**src/core/pbr_pkg.sv**
```systemverilog
// Purpose: constants for power button and reset pin block
// Assumes: 16-bit registers, one per 32-bit word
// Notes: byte address of a register is four times its index

package pbr_pkg;

	// ----------------------------------------
	// register indices
	// ----------------------------------------
	localparam int unsigned ADDR_W = 18;
	localparam logic [15:0] IDX_BTN_CTRL = 16'h4005;
	localparam logic [15:0] IDX_RST_CTRL = 16'h4006;
	localparam logic [15:0] IDX_SECURITY = 16'h4008;
	localparam logic [15:0] IDX_INT_STS1 = 16'h4011;
	localparam logic [15:0] IDX_INT_MSK1 = 16'h4019;

	// ----------------------------------------
	// field positions
	// ----------------------------------------
	localparam int unsigned BTN_TO_LSB = 0;
	localparam int unsigned BTN_STS_BIT = 3;
	localparam int unsigned BTN_PRI_LSB = 4;
	localparam int unsigned BTN_SEC_LSB = 8;
	localparam int unsigned RESET_RELEASE_DELAY_LSB = 0;
	localparam int unsigned RST_SLP_DRV_BIT = 4;
	localparam int unsigned SLEEP_RESET_INPUT_MASK_BIT = 5;
	localparam int unsigned AUX_SLP_DRV_BIT = 6;
	localparam int unsigned BTN_FLAG_BIT = 12;

	// ----------------------------------------
	// reset values and writable bits
	// ----------------------------------------
	localparam logic [15:0] BTN_CTRL_RST = 16'h0100;
	localparam logic [15:0] BTN_CTRL_WMASK = 16'h0333;
	localparam logic [15:0] RST_CTRL_RST = 16'h0073;
	localparam logic [15:0] RST_CTRL_WMASK = 16'h0073;
	localparam logic [15:0] INT_MSK1_RST = 16'h1000;

	// ----------------------------------------
	// action and power state codes
	// ----------------------------------------
	localparam logic [1:0] ACT_NONE = 2'h0;
	localparam logic [1:0] ACT_ON = 2'h1;
	localparam logic [1:0] ACT_OFF = 2'h2;
	localparam logic [1:0] PS_OFF = 2'h0;
	localparam logic [1:0] PS_ON = 2'h1;
	localparam logic [1:0] PS_SLEEP = 2'h2;

	// ----------------------------------------
	// timing
	// ----------------------------------------
	localparam int unsigned CLK_HZ = 100000000;
	localparam int unsigned TICK_MS = 1;
	localparam int unsigned TICK_CYCLES = CLK_HZ / 1000 * TICK_MS;
	localparam int unsigned HOLD_BASE_MS = 1000;
	localparam int unsigned DEBOUNCE_MS = 20;
	localparam logic [6:0] RST_DLY0_MS = 7'h03;
	localparam logic [6:0] RST_DLY1_MS = 7'h0b;
	localparam logic [6:0] RST_DLY2_MS = 7'h33;
	localparam logic [6:0] RST_DLY3_MS = 7'h65;
	localparam logic [2:0] PIN_GUARD = 3'h7;

endpackage : pbr_pkg

```
**src/core/pbr_filter.sv**
```systemverilog
// Purpose: pin synchroniser with tick-based debounce
// Assumes: tick_in is a one-cycle enable
// Notes: output changes after DEB ticks of a steady new level

`timescale 1ns/1ps

module pbr_filter #(
	parameter int unsigned DEB = 1
) (
	input wire logic clk_in, // system clock
	input wire logic rst_in, // async reset, high
	input wire logic tick_in, // debounce time step
	input wire logic pin_in, // raw pin level
	output logic level_out // filtered level
);

	logic s1;
	logic s2;
	logic s3;
	logic [15:0] cnt;
	wire moved = (s2 == s3) && (s3 != level_out);
	wire done = (cnt >= 16'(DEB - 1)) && tick_in;

	// ----------------------------------------
	// three stages, then steady-level count
	// ----------------------------------------
	always_ff @(posedge clk_in or posedge rst_in) begin
		if (rst_in) begin
			s1 <= 1'b1;
			s2 <= 1'b1;
			s3 <= 1'b1;
			cnt <= 16'h0000;
			level_out <= 1'b1;
		end else begin
			s1 <= pin_in;
			s2 <= s1;
			s3 <= s2;
			if (!moved) begin
				cnt <= 16'h0000;
			end else if (done) begin
				cnt <= 16'h0000;
				level_out <= s3;
			end else if (tick_in) begin
				cnt <= cnt + 16'h0001;
			end
		end
	end

endmodule : pbr_filter

```
**src/core/pbr_top.sv**
```systemverilog
// Purpose: power button actions and system reset pin control
// Assumes: power state and transition-done come from the state machine
// Notes: registers on Avalon-MM, one wait cycle per access
//
// Our own choice: register access over Avalon-MM.

`timescale 1ns/1ps

module pbr_top
	import pbr_pkg::*;
#(
	parameter int unsigned MS_CYCLES = pbr_pkg::TICK_CYCLES,
	parameter int unsigned DEB_MS = pbr_pkg::DEBOUNCE_MS,
	parameter int unsigned BASE_MS = pbr_pkg::HOLD_BASE_MS,
	parameter logic [15:0] USER_KEY = 16'h5a3c // arbitrary value
) (
	input wire logic sys_clk_in, // 100 MHz
	input wire logic rst_in, // async reset, high
	input wire logic [pbr_pkg::ADDR_W-1:0] avs_address_in, // byte address
	input wire logic avs_read_in, // read request
	input wire logic avs_write_in, // write request
	input wire logic [31:0] avs_writedata_in, // write data
	input wire logic [3:0] avs_byteenable_in, // byte lanes
	output logic [31:0] avs_readdata_out, // read data
	output logic avs_waitrequest_out, // stall
	input wire logic button_n_in, // button pin, low pressed
	input wire logic sys_reset_n_in, // reset pin level
	output logic sys_reset_n_out, // reset pin drive value
	output logic sys_reset_oe_out, // reset pin pulled low
	input wire logic [1:0] power_state_in, // current power state
	input wire logic on_done_in, // ON or WAKE finished
	output logic on_req_out, // ON request pulse
	output logic off_req_out, // OFF request pulse
	output logic hw_reset_req_out, // hardware reset pulse
	output logic button_irq_out, // button event interrupt
	output logic on_ind_out, // ON state indicator
	output logic sleep_ind_out, // SLEEP state indicator
	output logic aux_reset_out // auxiliary reset, high
);

	typedef enum logic [3:0] {
		PBR_IDLE = 4'h1,
		PBR_HOLD1 = 4'h2,
		PBR_HOLD2 = 4'h4,
		PBR_DONE = 4'h8
	} pbr_state_t;

	pbr_state_t st;
	pbr_state_t next_st;
	logic [16:0] div;
	logic tick;
	logic btn_deb;
	logic btn_prev;
	logic pin_deb;
	logic [13:0] hold_ms;
	logic [6:0] dly_ms;
	logic dly_run;
	logic released;
	logic [2:0] guard;
	logic ext_prev;
	logic unlocked;
	logic [15:0] btn_ctrl;
	logic [15:0] rst_ctrl;
	logic flag;
	logic mask;

	// ----------------------------------------
	// millisecond timebase
	// ----------------------------------------
	wire tick_wrap = (div == 17'(MS_CYCLES - 1));

	always_ff @(posedge sys_clk_in or posedge rst_in) begin
		if (rst_in) begin
			div <= 17'h00000;
			tick <= 1'b0;
		end else begin
			tick <= (div == 17'(MS_CYCLES - 1));
			div <= tick_wrap ? 17'h00000 : div + 17'h00001;
		end
	end

	// ----------------------------------------
	// pin filters
	// ----------------------------------------
	pbr_filter #(.DEB(DEB_MS)) u_btn (
		.clk_in(sys_clk_in),
		.rst_in(rst_in),
		.tick_in(tick),
		.pin_in(button_n_in),
		.level_out(btn_deb)
	);

	pbr_filter #(.DEB(1)) u_pin (
		.clk_in(sys_clk_in),
		.rst_in(rst_in),
		.tick_in(1'b1),
		.pin_in(sys_reset_n_in),
		.level_out(pin_deb)
	);

	wire btn_fall = btn_prev & ~btn_deb;
	wire btn_rise = ~btn_prev & btn_deb;

	// ----------------------------------------
	// bus decode
	// ----------------------------------------
	wire [15:0] idx = 16'(avs_address_in >> 2);
	wire req = avs_read_in | avs_write_in;
	wire wr_go = avs_write_in & ~avs_waitrequest_out;
	wire [15:0] bem = {{8{avs_byteenable_in[1]}}, {8{avs_byteenable_in[0]}}};
	wire [15:0] wd = avs_writedata_in[15:0] & bem;
	wire sel_btn = idx == IDX_BTN_CTRL;
	wire sel_rst = idx == IDX_RST_CTRL;
	wire sel_sec = idx == IDX_SECURITY;
	wire sel_sts = idx == IDX_INT_STS1;
	wire sel_msk = idx == IDX_INT_MSK1;
	wire wr_btn = wr_go & sel_btn & unlocked;
	wire wr_rst = wr_go & sel_rst & unlocked;
	wire wr_sec = wr_go & sel_sec & avs_byteenable_in[0] & avs_byteenable_in[1];
	wire clr_flag = wr_go & sel_sts & wd[BTN_FLAG_BIT];
	wire wr_msk = wr_go & sel_msk & bem[BTN_FLAG_BIT];
	wire [15:0] btn_wm = BTN_CTRL_WMASK & bem;
	wire [15:0] rst_wm = RST_CTRL_WMASK & bem;
	wire [15:0] btn_view = {btn_ctrl[15:4], btn_deb, btn_ctrl[2:0]};
	wire [15:0] rd_val = sel_btn ? btn_view :
		sel_rst ? rst_ctrl :
		sel_sec ? {15'h0000, unlocked} :
		sel_sts ? 16'(flag) << BTN_FLAG_BIT :
		sel_msk ? 16'(mask) << BTN_FLAG_BIT : 16'h0000;

	// ----------------------------------------
	// control fields
	// ----------------------------------------
	wire [1:0] hold_to = btn_ctrl[BTN_TO_LSB +: 2];
	wire [1:0] pri_act = btn_ctrl[BTN_PRI_LSB +: 2];
	wire [1:0] sec_act = btn_ctrl[BTN_SEC_LSB +: 2];
	wire [1:0] dly_sel = rst_ctrl[RESET_RELEASE_DELAY_LSB +: 2];
	wire slp_drv = rst_ctrl[RST_SLP_DRV_BIT];
	wire slp_msk = rst_ctrl[SLEEP_RESET_INPUT_MASK_BIT];
	wire aux_drv = rst_ctrl[AUX_SLP_DRV_BIT];
	wire st_on = power_state_in == PS_ON;
	wire st_sleep = power_state_in == PS_SLEEP;
	wire st_off = power_state_in == PS_OFF;

	// ----------------------------------------
	// hold timing
	// ----------------------------------------
	wire [13:0] to_ms = 14'(BASE_MS) << hold_to;
	wire expire = tick && (hold_ms == to_ms - 14'h0001);
	wire sec_fire = (st == PBR_HOLD1) && expire && !btn_rise;
	wire ter_fire = (st == PBR_HOLD2) && expire && !btn_rise;

	always_comb begin
		next_st = st;
		case (st)
			PBR_IDLE: begin
				if (btn_fall) begin
					next_st = PBR_HOLD1;
				end
			end
			PBR_HOLD1: begin
				if (btn_rise) begin
					next_st = PBR_IDLE;
				end else if (expire) begin
					next_st = PBR_HOLD2;
				end
			end
			PBR_HOLD2: begin
				if (btn_rise) begin
					next_st = PBR_IDLE;
				end else if (expire) begin
					next_st = PBR_DONE;
				end
			end
			PBR_DONE: begin
				if (btn_rise) begin
					next_st = PBR_IDLE;
				end
			end
			default: begin
				next_st = PBR_IDLE;
			end
		endcase
	end

	// ----------------------------------------
	// reset pin handling
	// ----------------------------------------
	wire [6:0] dly_len = (dly_sel == 2'h0) ? RST_DLY0_MS :
		(dly_sel == 2'h1) ? RST_DLY1_MS :
		(dly_sel == 2'h2) ? RST_DLY2_MS : RST_DLY3_MS;
	wire dly_end = dly_run && tick && (dly_ms == dly_len - 7'h01);
	wire drive_rst = st_off | (st_sleep & slp_drv) | (st_on & ~released);
	// guard skips the pin echo after our own drive stops
	wire ext_low = ~pin_deb && (guard == PIN_GUARD) && !(st_sleep && slp_msk);
	wire ext_hit = ext_low & ~ext_prev;

	// ----------------------------------------
	// bus slave and registers
	// ----------------------------------------
	always_ff @(posedge sys_clk_in or posedge rst_in) begin
		if (rst_in) begin
			avs_waitrequest_out <= 1'b1;
			avs_readdata_out <= 32'h00000000;
		end else begin
			avs_waitrequest_out <= ~(req & avs_waitrequest_out);
			if (avs_read_in & avs_waitrequest_out) begin
				avs_readdata_out <= {16'h0000, rd_val};
			end
		end
	end

	always_ff @(posedge sys_clk_in or posedge rst_in) begin
		if (rst_in) begin
			unlocked <= 1'b0;
			btn_ctrl <= BTN_CTRL_RST;
			rst_ctrl <= RST_CTRL_RST;
			mask <= 1'b1;
		end else if (ext_hit) begin
			unlocked <= 1'b0;
			btn_ctrl <= BTN_CTRL_RST;
			rst_ctrl <= RST_CTRL_RST;
			mask <= 1'b1;
		end else begin
			if (wr_sec) begin
				unlocked <= wd == USER_KEY;
			end
			if (wr_btn) begin
				btn_ctrl <= (btn_ctrl & ~btn_wm) | (wd & btn_wm);
			end
			if (wr_rst) begin
				rst_ctrl <= (rst_ctrl & ~rst_wm) | (wd & rst_wm);
			end
			if (wr_msk) begin
				mask <= wd[BTN_FLAG_BIT];
			end
		end
	end

	// ----------------------------------------
	// button actions and flag
	// ----------------------------------------
	always_ff @(posedge sys_clk_in or posedge rst_in) begin
		if (rst_in) begin
			st <= PBR_IDLE;
			btn_prev <= 1'b1;
			hold_ms <= 14'h0000;
			flag <= 1'b0;
			on_req_out <= 1'b0;
			off_req_out <= 1'b0;
		end else begin
			st <= next_st;
			btn_prev <= btn_deb;
			hold_ms <= (btn_fall || expire) ? 14'h0000 : hold_ms + 14'(tick);
			// set wins over the clear
			if (btn_fall || btn_rise || (sec_fire && sec_act == ACT_NONE)) begin
				flag <= 1'b1;
			end else if (clr_flag) begin
				flag <= 1'b0;
			end
			on_req_out <= (btn_fall && pri_act == ACT_ON) || (sec_fire && sec_act == ACT_ON);
			off_req_out <= (btn_fall && pri_act == ACT_OFF) || (sec_fire && sec_act == ACT_OFF) ||
				ter_fire;
		end
	end

	// ----------------------------------------
	// pin outputs
	// ----------------------------------------
	always_ff @(posedge sys_clk_in or posedge rst_in) begin
		if (rst_in) begin
			dly_ms <= 7'h00;
			dly_run <= 1'b0;
			released <= 1'b0;
			guard <= 3'h0;
			ext_prev <= 1'b0;
			sys_reset_n_out <= 1'b0;
			sys_reset_oe_out <= 1'b1;
			hw_reset_req_out <= 1'b0;
			button_irq_out <= 1'b0;
			on_ind_out <= 1'b0;
			sleep_ind_out <= 1'b0;
			aux_reset_out <= 1'b1;
		end else begin
			if (!st_on) begin
				released <= 1'b0;
				dly_run <= 1'b0;
			end else if (on_done_in && !released) begin
				dly_run <= 1'b1;
				dly_ms <= 7'h00;
			end else if (dly_end) begin
				dly_run <= 1'b0;
				released <= 1'b1;
			end else if (dly_run) begin
				dly_ms <= dly_ms + 7'(tick);
			end
			guard <= sys_reset_oe_out ? 3'h0 : guard + 3'(guard != PIN_GUARD);
			ext_prev <= ext_low;
			sys_reset_n_out <= 1'b0;
			sys_reset_oe_out <= drive_rst;
			hw_reset_req_out <= ext_hit;
			button_irq_out <= flag & ~mask;
			on_ind_out <= st_on;
			sleep_ind_out <= st_sleep;
			aux_reset_out <= st_off | (st_sleep & aux_drv);
		end
	end

	// ----------------------------------------
	// checks
	// ----------------------------------------
	a_on_indicator: assert property (
		@(posedge sys_clk_in) disable iff (rst_in)
		st_on |=> on_ind_out && !sleep_ind_out)
		else $error("on indicator wrong");

	a_sleep_indicator: assert property (
		@(posedge sys_clk_in) disable iff (rst_in)
		st_sleep |=> sleep_ind_out && !on_ind_out)
		else $error("sleep indicator wrong");

	a_primary_on: assert property (
		@(posedge sys_clk_in) disable iff (rst_in)
		btn_fall && pri_act == ACT_ON |=> on_req_out && !off_req_out)
		else $error("primary on request missing");

	a_edge_flag: assert property (
		@(posedge sys_clk_in) disable iff (rst_in)
		$changed(btn_deb) |=> flag)
		else $error("button edge did not set flag");

	a_flag_sticky: assert property (
		@(posedge sys_clk_in) disable iff (rst_in)
		flag && !clr_flag && !ext_hit |=> flag)
		else $error("flag lost without clear");

	a_irq_gate: assert property (
		@(posedge sys_clk_in) disable iff (rst_in)
		mask |=> !button_irq_out)
		else $error("masked interrupt seen");

	a_tertiary_off: assert property (
		@(posedge sys_clk_in) disable iff (rst_in)
		ter_fire |=> off_req_out ##1 !off_req_out)
		else $error("tertiary off request wrong");

	a_release_cancel: assert property (
		@(posedge sys_clk_in) disable iff (rst_in)
		btn_rise |=> st == PBR_IDLE ##1 !on_req_out && !off_req_out)
		else $error("release did not cancel");

	a_reset_off: assert property (
		@(posedge sys_clk_in) disable iff (rst_in)
		st_off |=> sys_reset_oe_out && !sys_reset_n_out && aux_reset_out)
		else $error("reset not driven in off");

	a_lock_hold: assert property (
		@(posedge sys_clk_in) disable iff (rst_in)
		!unlocked && !ext_hit |=> $stable(btn_ctrl) && $stable(rst_ctrl))
		else $error("locked control changed");

	a_delay_hold: assert property (
		@(posedge sys_clk_in) disable iff (rst_in)
		st_on && on_done_in && !released |=> dly_run ##1 sys_reset_oe_out)
		else $error("reset released early");

endmodule : pbr_top

```
**config.mk**
```make
export PLATFORM = sky130hd
export DESIGN_NAME = pbr_top
export DESIGN_NICKNAME = d
export VERILOG_FILES = /design/src/core/pbr_pkg.sv /design/src/core/pbr_filter.sv /design/src/core/pbr_top.sv
export SDC_FILE = /design/constraint.sdc
export NUM_CORES = 1
export LEC_CHECK = 0
export ABC_AREA = 0
export ABC_CLOCK_PERIOD_IN_PS = 3350
export BUFFER_PORTS_ARGS = -buffer_cell sky130_fd_sc_hd__buf_2
export CAP_MARGIN = 10
export CORE_MARGIN = 4
export CORE_UTILIZATION = 41
export CTS_CLUSTER_DIAMETER = 50
export CTS_CLUSTER_SIZE = 12
export DETAILED_ROUTE_END_ITERATION = 8
export GPL_TIMING_DRIVEN = 0
export PLACE_DENSITY_LB_ADDON = 0.2
export SYNTH_ARGS = -nofsm -noshare
export SYNTH_HDL_FRONTEND = slang
export SYNTH_SLANG_ARGS = --single-unit
export TNS_END_PERCENT = 30
```
**constraint.sdc**
```tcl
create_clock -name sys_clk_in -period 3.35 [get_ports sys_clk_in]
set_input_delay 0.335 -clock sys_clk_in [delete_from_list [all_inputs] [get_ports sys_clk_in]]
set_output_delay 0.335 -clock sys_clk_in [all_outputs]
set_load 0.005 [all_outputs]
```
==> run_results.csv, run 1 <==
group,metric,value,unit
place,gp_congestion,0.830,
pwr,power_density,393,mW/mm²
flow_run,maxCapViolCount,0,
pwr,cellInternalPower,0.00191,W
grt,use_met2,0.261,
grt,gr-usage-met1,0.219,
timing,hold_viol,0,
logic_synthesis,ys_seq_area_frac,0.512,
logic_synthesis,synth-seq-cells,107,
grt,grt_pass1_wl,19300,µm
floorplan,die_x,121,µm
timing,finalCritPeriodShare,0.754,
logic_synthesis,synth_area,0.00528,mm²
cells_and_area,post-route-util,0.491,
place,placed_area,0.00592,mm²
route,vias,4034,
route,drt_iter0_drc,304,
pwr,leakagePower,2.87,nW
setup_path,endpoint_kind,"register",
setup_path,regToRegStartpoint,"btn_ctrl[0]$_DFFE_PP0P_",
floorplan,start_util,0.418,
place,dpl.cell_count,776,
cells_and_area,synthToLayoutAreaGrowth,17.3,%
clock_tree,cts_tree,"done",
setup_path,crit_arrival,2760,ps
setup_path,cp_slowest_stage_delay,460,ps
clock_tree,cts_made_buffers,9,
timing,fmax,396,MHz
cells_and_area,final_common_cell,"dfrtp_1",
timing,rsz0062_at_grt,"false",
timing,worst_slew_pin_slew,1000,ps
place,port_buffers,67,
grt,track_usage,0.164,
floorplan,fp.coreArea,0.0126,mm²
hold_path,hp-class,"primary input to asynchronous set/reset pin",
pwr,p_clk_frac,0.405,
timing,setup_viol_count_final,0,
clock_tree,ctsHoldBuffers,0,
timing,max_slew_margin,0.329,
route,wl_per_cell,14.4,µm
setup_path,reg2reg_depth,7,
cells_and_area,stdcell_count,792,
pwr,switching_share,0.216,
route,routed_wl,11400,µm
route,drcViolationCount,0,
timing,fin_crit,2530,ps
floorplan,fp.dieArea,0.0148,mm²
cells_and_area,final_cell_mix,"dfrtp_1 (87), buf_2 (67), nor2_1 (62)",
setup_path,worstReg2RegEnd,"st[3]$_DFFE_PP0P_",
logic_synthesis,synth.distinct_cells,61,
logic_synthesis,ys.flop_type,"dfrtp_1",
route,drt-pass1-iter-count,5,
place,dp_hpwl,8430,µm
clock_tree,clk_path_buf_depth,2,
setup_path,r2r_setup_slack,820,ps
cells_and_area,fin_area,0.00619,mm²
clock_tree,clk_pin_slew_worst_paths,70,ps
setup_path,cp_cell_sequence,"inv_1, ha_1, or3b_2, a22oi_2, nand4_2, or3b_1, a2111oi_2",
setup_path,start_kind,"register",
setup_path,required,3590,ps
setup_path,endpoint,"st[3]$_DFFE_PP0P_",
timing,clock_skew,7.92,ps
logic_synthesis,postSynthAreaPerCell,10.2,µm²
cells_and_area,nets,692,
floorplan,row_count,41,
grt,overflow,0,
clock_tree,clock_latency,350,ps
grt,grt_pass1_vias,3943,
setup_path,critPathMaxFanout,6,
floorplan,die_h,121,µm
cells_and_area,antenna_cells,0,
clock_tree,cts_sinks,107,
cells_and_area,layout-drive-gt1-share,0.219,
clock_tree,clock-root-buffer,"clkbuf_16",
floorplan,io_pins,105,
clock_tree,htreeDepth,3,
grt,antenna_found_initial,0,
logic_synthesis,async_reset_ff_frac,1.00,
timing,drv_slew,0,
logic_synthesis,yosysWarnings,0,
setup_path,crit_type,"register to register",
pwr,pwr-share-comb,0.051,
clock_tree,post-cts-setup-buffers,0,
logic_synthesis,synthCells,520,
timing,whs,36.1,ps
clock_tree,cts_resized,0,
route,vias_per_cell,5.09,
setup_path,crit_start,"btn_ctrl[0]$_DFFE_PP0P_",
pwr,p_switching,0.000525,W
logic_synthesis,synth_edf_count,0,
pwr,ir_worst_vdd,0.358,mV
setup_path,slowest_stage,"or3b_2",
grt,grt-busiest-layer,"met2",
pwr,power,0.00243,W
route,ant_nets,0,
grt,grt_max_degree,69,
grt,grt_use_met3,0.0536,
status,outcome,"finished clean",
pwr,p_seq_frac,0.544,
-- cells by family after synthesis --
logic type               synth area share
multiplexers                       0.0173
buffers and inverters              0.0491
AO/OA/AOI/OAI                      0.0955
AND/OR/NAND/NOR                     0.234
adder cells (fa/ha/maj)            0.0351
flip-flops                          0.512
other                            0.000710
XOR/XNOR                           0.0564
-- area by class of cell --
| type | count | area [µm²] |
|---|---|---|
| Clock inverter | 2 | 10.0 |
| Clock buffer | 14 | 264 |
| Inverter | 19 | 73.8 |
| Fill cell | 1210 | 6430 |
| Buffer | 27 | 188 |
| Sequential cell | 107 | 2700 |
| Tap cell | 172 | 215 |
| Timing Repair Buffer | 68 | 363 |
| Multi-Input combinational cell | 383 | 2380 |
-- per-stage QoR --
stage          TNS (ps)  setup slack [ps]
2_1_floorplan         0               231
3_3_place_gp     -84130              -974
3_5_place_dp          0               454
4_1_cts               0               825
5_1_grt               0               657
6_report              0               823
-- worst min-delay path by stage --
stage,start,depth (start not counted),slack [ps],to
2_1_floorplan,button_n_in,0,340,u_btn.s1$_DFF_PP1_
4_1_cts,rst_in,2,40,sleep_ind_out$_DFF_PP0_
5_1_grt,rst_in,2,60,sleep_ind_out$_DFF_PP0_
6_report,rst_in,2,40,div[6]$_DFF_PP0_
3_3_place_gp,u_pin.s1$_DFF_PP1_,0,350,u_pin.s2$_DFF_PP1_
3_5_place_dp,u_btn.s1$_DFF_PP1_,0,350,u_btn.s2$_DFF_PP1_
-- cell usage after synthesis, drive strengths merged, types with 2 or more instances --
library cell  number  share of area
a31oi              5         0.0059
xor2              14          0.023
o31ai              6         0.0085
dfstp             20           0.10
nor3              14          0.013
o211ai             3         0.0043
inv               18          0.013
a22o               2         0.0033
nand3             24          0.023
or3                4         0.0047
ha                14          0.033
and3               8         0.0095
a22oi              5         0.0081
a211oi             2         0.0028
or2                2         0.0024
nand2             43          0.031
nand4             11          0.014
mux2i              8          0.015
nor4bb             2         0.0038
nor2              62          0.044
nor4              10          0.012
nand2b            10          0.012
and4               2         0.0033
nor2b              9          0.011
xnor2             20          0.033
nor4b              4         0.0066
buf               23          0.033
o22a               5         0.0083
o21a               4         0.0057
or3b               3         0.0050
nand4b             4         0.0066
a21oi              8         0.0076
nor3b              2         0.0028
or4b               3         0.0057
or4                2         0.0028
and2               4         0.0047
clkbuf             4         0.0028
dfrtp             87           0.41
o21ai             24          0.023
nand3b             8          0.011
and3b              2         0.0033
-- layer usage --
metal,part of all wire,vias to the layer above
met3,0.059,8
met4,0.0070,0
met5,0,-
li1,-,1987
met1,0.46,1942
met2,0.47,97
-- worst max-delay path: cells and delay by family (launching register included) --
family                     cells  cell delay [ps]
and+or+nand+nor                3             1150
adders and majority gates      1              190
buffers and inverters          1              140
AOI/OAI and AO/OA              2              530
DFF                            1              420
-- registers in the layout, indices dropped and copies added (netlist names), 3 cells and up --
| signal | flops |
|---|---|
| avs_readdata_out | 10 |
| btn_ctrl | 6 |
| guard | 3 |
| dly_ms | 7 |
| div | 17 |
| u_btn.cnt | 16 |
| st | 4 |
| rst_ctrl | 5 |
| hold_ms | 14 |
-- power by group through the flow --
| stage | Combinational, W | Sequential (W) | Clock (W) |
|---|---|---|---|
| after detailed placement | 0.000127 | 0.00134 | 0 |
| final | 0.000125 | 0.00132 | 0.000984 |
| after global routing | 0.000144 | 0.00132 | 0.00109 |
| after CTS | 0.000128 | 0.00132 | 0.00102 |
| after floorplan | 0.0000685 | 0.00134 | 0 |
| after global placement | 0.000120 | 0.00135 | 0 |
Note: power is estimated with default switching activity, not from simulation.
==> run 2, diff against run 1 <==
--- a/config.mk
+++ b/config.mk
@@ -6,7 +6,7 @@
 export NUM_CORES = 1
 export LEC_CHECK = 0
 export ABC_AREA = 0
-export ABC_CLOCK_PERIOD_IN_PS = 3350
+export ABC_CLOCK_PERIOD_IN_PS = 2500
 export BUFFER_PORTS_ARGS = -buffer_cell sky130_fd_sc_hd__buf_2
 export CAP_MARGIN = 10
 export CORE_MARGIN = 4
==> constraint.sdc (replaced) <==
create_clock -name sys_clk_in -period 2.5 [get_ports sys_clk_in]
set_input_delay 0.25 -clock sys_clk_in [delete_from_list [all_inputs] [get_ports sys_clk_in]]
set_output_delay 0.25 -clock sys_clk_in [all_outputs]
set_load 0.005 [all_outputs]
==> run_results.csv, run 2 (synthesis gave the netlist of run 1 again) <==
group,metric,value,unit
status,outcome,"finished, violations left",
status,violations,"negative hold slack",
cells_and_area,largest_registers,"div (17), u_btn.cnt (16), hold_ms (14)",
cells_and_area,synthToLayoutAreaGrowth,19.0,%
floorplan,fp.dieArea,0.0148,mm²
route,routed_wl,11600,µm
floorplan,start_util,0.418,
route,drt_iter0_drc,268,
clock_tree,clock_latency,350,ps
place,gp_congestion,0.825,
setup_path,cp_slowest_stage_delay,470,ps
clock_tree,clock-root-buffer,"clkbuf_16",
grt,grt_pass1_vias,4110,
grt,grt_pass1_wl,19600,µm
timing,max_slew_margin,0.449,
setup_path,worstReg2RegEnd,"st[3]$_DFFE_PP0P_",
setup_path,r2r_setup_slack,110,ps
setup_path,regToRegStartpoint,"btn_ctrl[1]$_DFFE_PP0P_",
floorplan,io_pins,105,
clock_tree,clk_pin_slew_worst_paths,70,ps
timing,fin_crit,2390,ps
floorplan,die_h,121,µm
setup_path,start_kind,"register",
route,wl_per_cell,14.6,µm
timing,finalCritPeriodShare,0.958,
floorplan,row_count,41,
timing,rsz0062_at_grt,"false",
route,ant_nets,0,
grt,grt_max_degree,43,
timing,clock_skew,7.76,ps
setup_path,cp_cell_sequence,"inv_1, ha_1, or3b_2, a22oi_2, nand4_4, or3b_1, a2111oi_2",
place,dp_hpwl,8710,µm
grt,antenna_found_initial,0,
route,drt-pass1-iter-count,5,
place,placed_area,0.00593,mm²
floorplan,fp.coreArea,0.0126,mm²
clock_tree,cts_sinks,107,
timing,hold_viol,4,
route,vias,4128,
hold_path,hp-class,"primary input to asynchronous set/reset pin",
cells_and_area,final_common_cell,"dfrtp_1",
timing,setup_viol_count_final,0,
cells_and_area,antenna_cells,0,
setup_path,slowest_stage,"dfrtp_2",
floorplan,die_x,121,µm
cells_and_area,stdcell_count,794,
setup_path,crit_arrival,2640,ps
setup_path,required,2750,ps
clock_tree,post-cts-setup-buffers,0,
timing,worst_slew_pin_slew,819,ps
clock_tree,cts_made_buffers,9,
pwr,ir_worst_vdd,0.654,mV
flow_run,maxCapViolCount,0,
clock_tree,htreeDepth,3,
cells_and_area,fin_area,0.00628,mm²
grt,track_usage,0.166,
setup_path,endpoint_kind,"register",
clock_tree,clk_path_buf_depth,2,
cells_and_area,post-route-util,0.498,
clock_tree,cts_tree,"done",
route,drcViolationCount,0,
place,dpl.cell_count,777,
grt,overflow,0,
cells_and_area,largest_register,"div",
pwr,power,0.00341,W
cells_and_area,layout-drive-gt1-share,0.232,
cells_and_area,largest_reg_flops,17,
setup_path,worst-path-buf-inv,1,
cells_and_area,final_cell_mix,"dfrtp_1 (86), buf_2 (67), nor2_1 (62)",
setup_path,critPathTopFamily,"simple AND/OR/NAND/NOR gates",
timing,whs,-2.73,ps
cells_and_area,nets,694,
timing,drv_slew,0,
timing,fmax,418,MHz
place,port_buffers,67,
setup_path,reg2reg_depth,7,
setup_path,critPathMaxFanout,8,
pwr,power_density,543,mW/mm²
setup_path,crit_type,"register to register",
route,vias_per_cell,5.20,
pwr,leakagePower,2.89,nW
-- run 2: cell count changes in the layout (fill, tap and decap cells not counted), sizes merged --
| cell | previous run | this run |
|---|---|---|
| clkbuf | 18 | 14 |
| clkinvlp | 0 | 3 |
| dlygate4sd3 | 0 | 2 |
| buf | 91 | 92 |
| bufinv | 0 | 1 |
| clkinv | 3 | 2 |
-- run 2: per-layer routing --
metal / part of all wire / track usage / vias up
li1: - / - / 2006
met1: 0.45 / 0.217 / 2020
met2: 0.48 / 0.270 / 91
met3: 0.053 / 0.0457 / 11
met4: 0.014 / 0.0497 / 0
met5: 0 / 0 / -
-- run 2: repair_timing --
| item | in CTS | in global routing |
|---|---|---|
| setup endpoints to repair | 10 | 13 |
| hold buffers | 2 | 0 |
| pin swaps | 0 | 2 |
| resized for setup | 3 | 2 |
| hold endpoints to repair | 2 | 0 |
-- run 2: where the power goes --
part / leakage [nW] / internal (W) / switching (W)
Sequential: 1.40 / 0.00176 / 0.0000159
Combinational: 1.35 / 0.0000737 / 0.0000987
Clock: 0.148 / 0.000833 / 0.000636
Total: 2.89 / 0.00266 / 0.000750
-- run 2: area by class of cell --
| type | instances | area, µm² |
|---|---|---|
| buffer | 26 | 184 |
| clock buffer | 11 | 253 |
| clock inverter | 5 | 58.8 |
| fill | 1195 | 6340 |
| inverter | 19 | 75.1 |
| multi-input combinational | 383 | 2390 |
| sequential | 107 | 2700 |
| tap | 172 | 215 |
| timing repair buffer | 71 | 395 |
-- run 2: how the worst max path moves through the flow --
stage                             from                              end  slack [ps]  depth (start not counted)
2_1_floorplan  btn_ctrl[0]$_DFFE_PP0P_                st[3]$_DFFE_PP0P_         240                          7
3_3_place_gp        avs_address_in[11]  avs_readdata_out[1]$_DFFE_PP0P_        -170                          6
3_5_place_dp        avs_address_in[11]  avs_readdata_out[1]$_DFFE_PP0P_        -200                          6
4_1_cts        btn_ctrl[0]$_DFFE_PP0P_                st[3]$_DFFE_PP0P_          20                          7
5_1_grt        btn_ctrl[0]$_DFFE_PP0P_                st[3]$_DFFE_PP0P_           4                          7
6_report       btn_ctrl[1]$_DFFE_PP0P_                st[3]$_DFFE_PP0P_         110                          7
-- run 2: worst reg2reg max path, delay by kind of cell (launching register included) --
kind / cells / cell delay (ps)
adder cells (fa/ha/maj): 1 / 180
AO/OA/AOI/OAI: 2 / 490
flip-flops: 1 / 470
AND/OR/NAND/NOR: 3 / 1080
buffers and inverters: 1 / 80
-- run 2: stage by stage --
stage / worst slack, ps / setup TNS, ps
2_1_floorplan: 236 / 0
3_3_place_gp: -167 / -469
3_5_place_dp: -203 / -676
4_1_cts: 20.1 / 0
5_1_grt: 3.71 / 0
6_report: 106 / 0
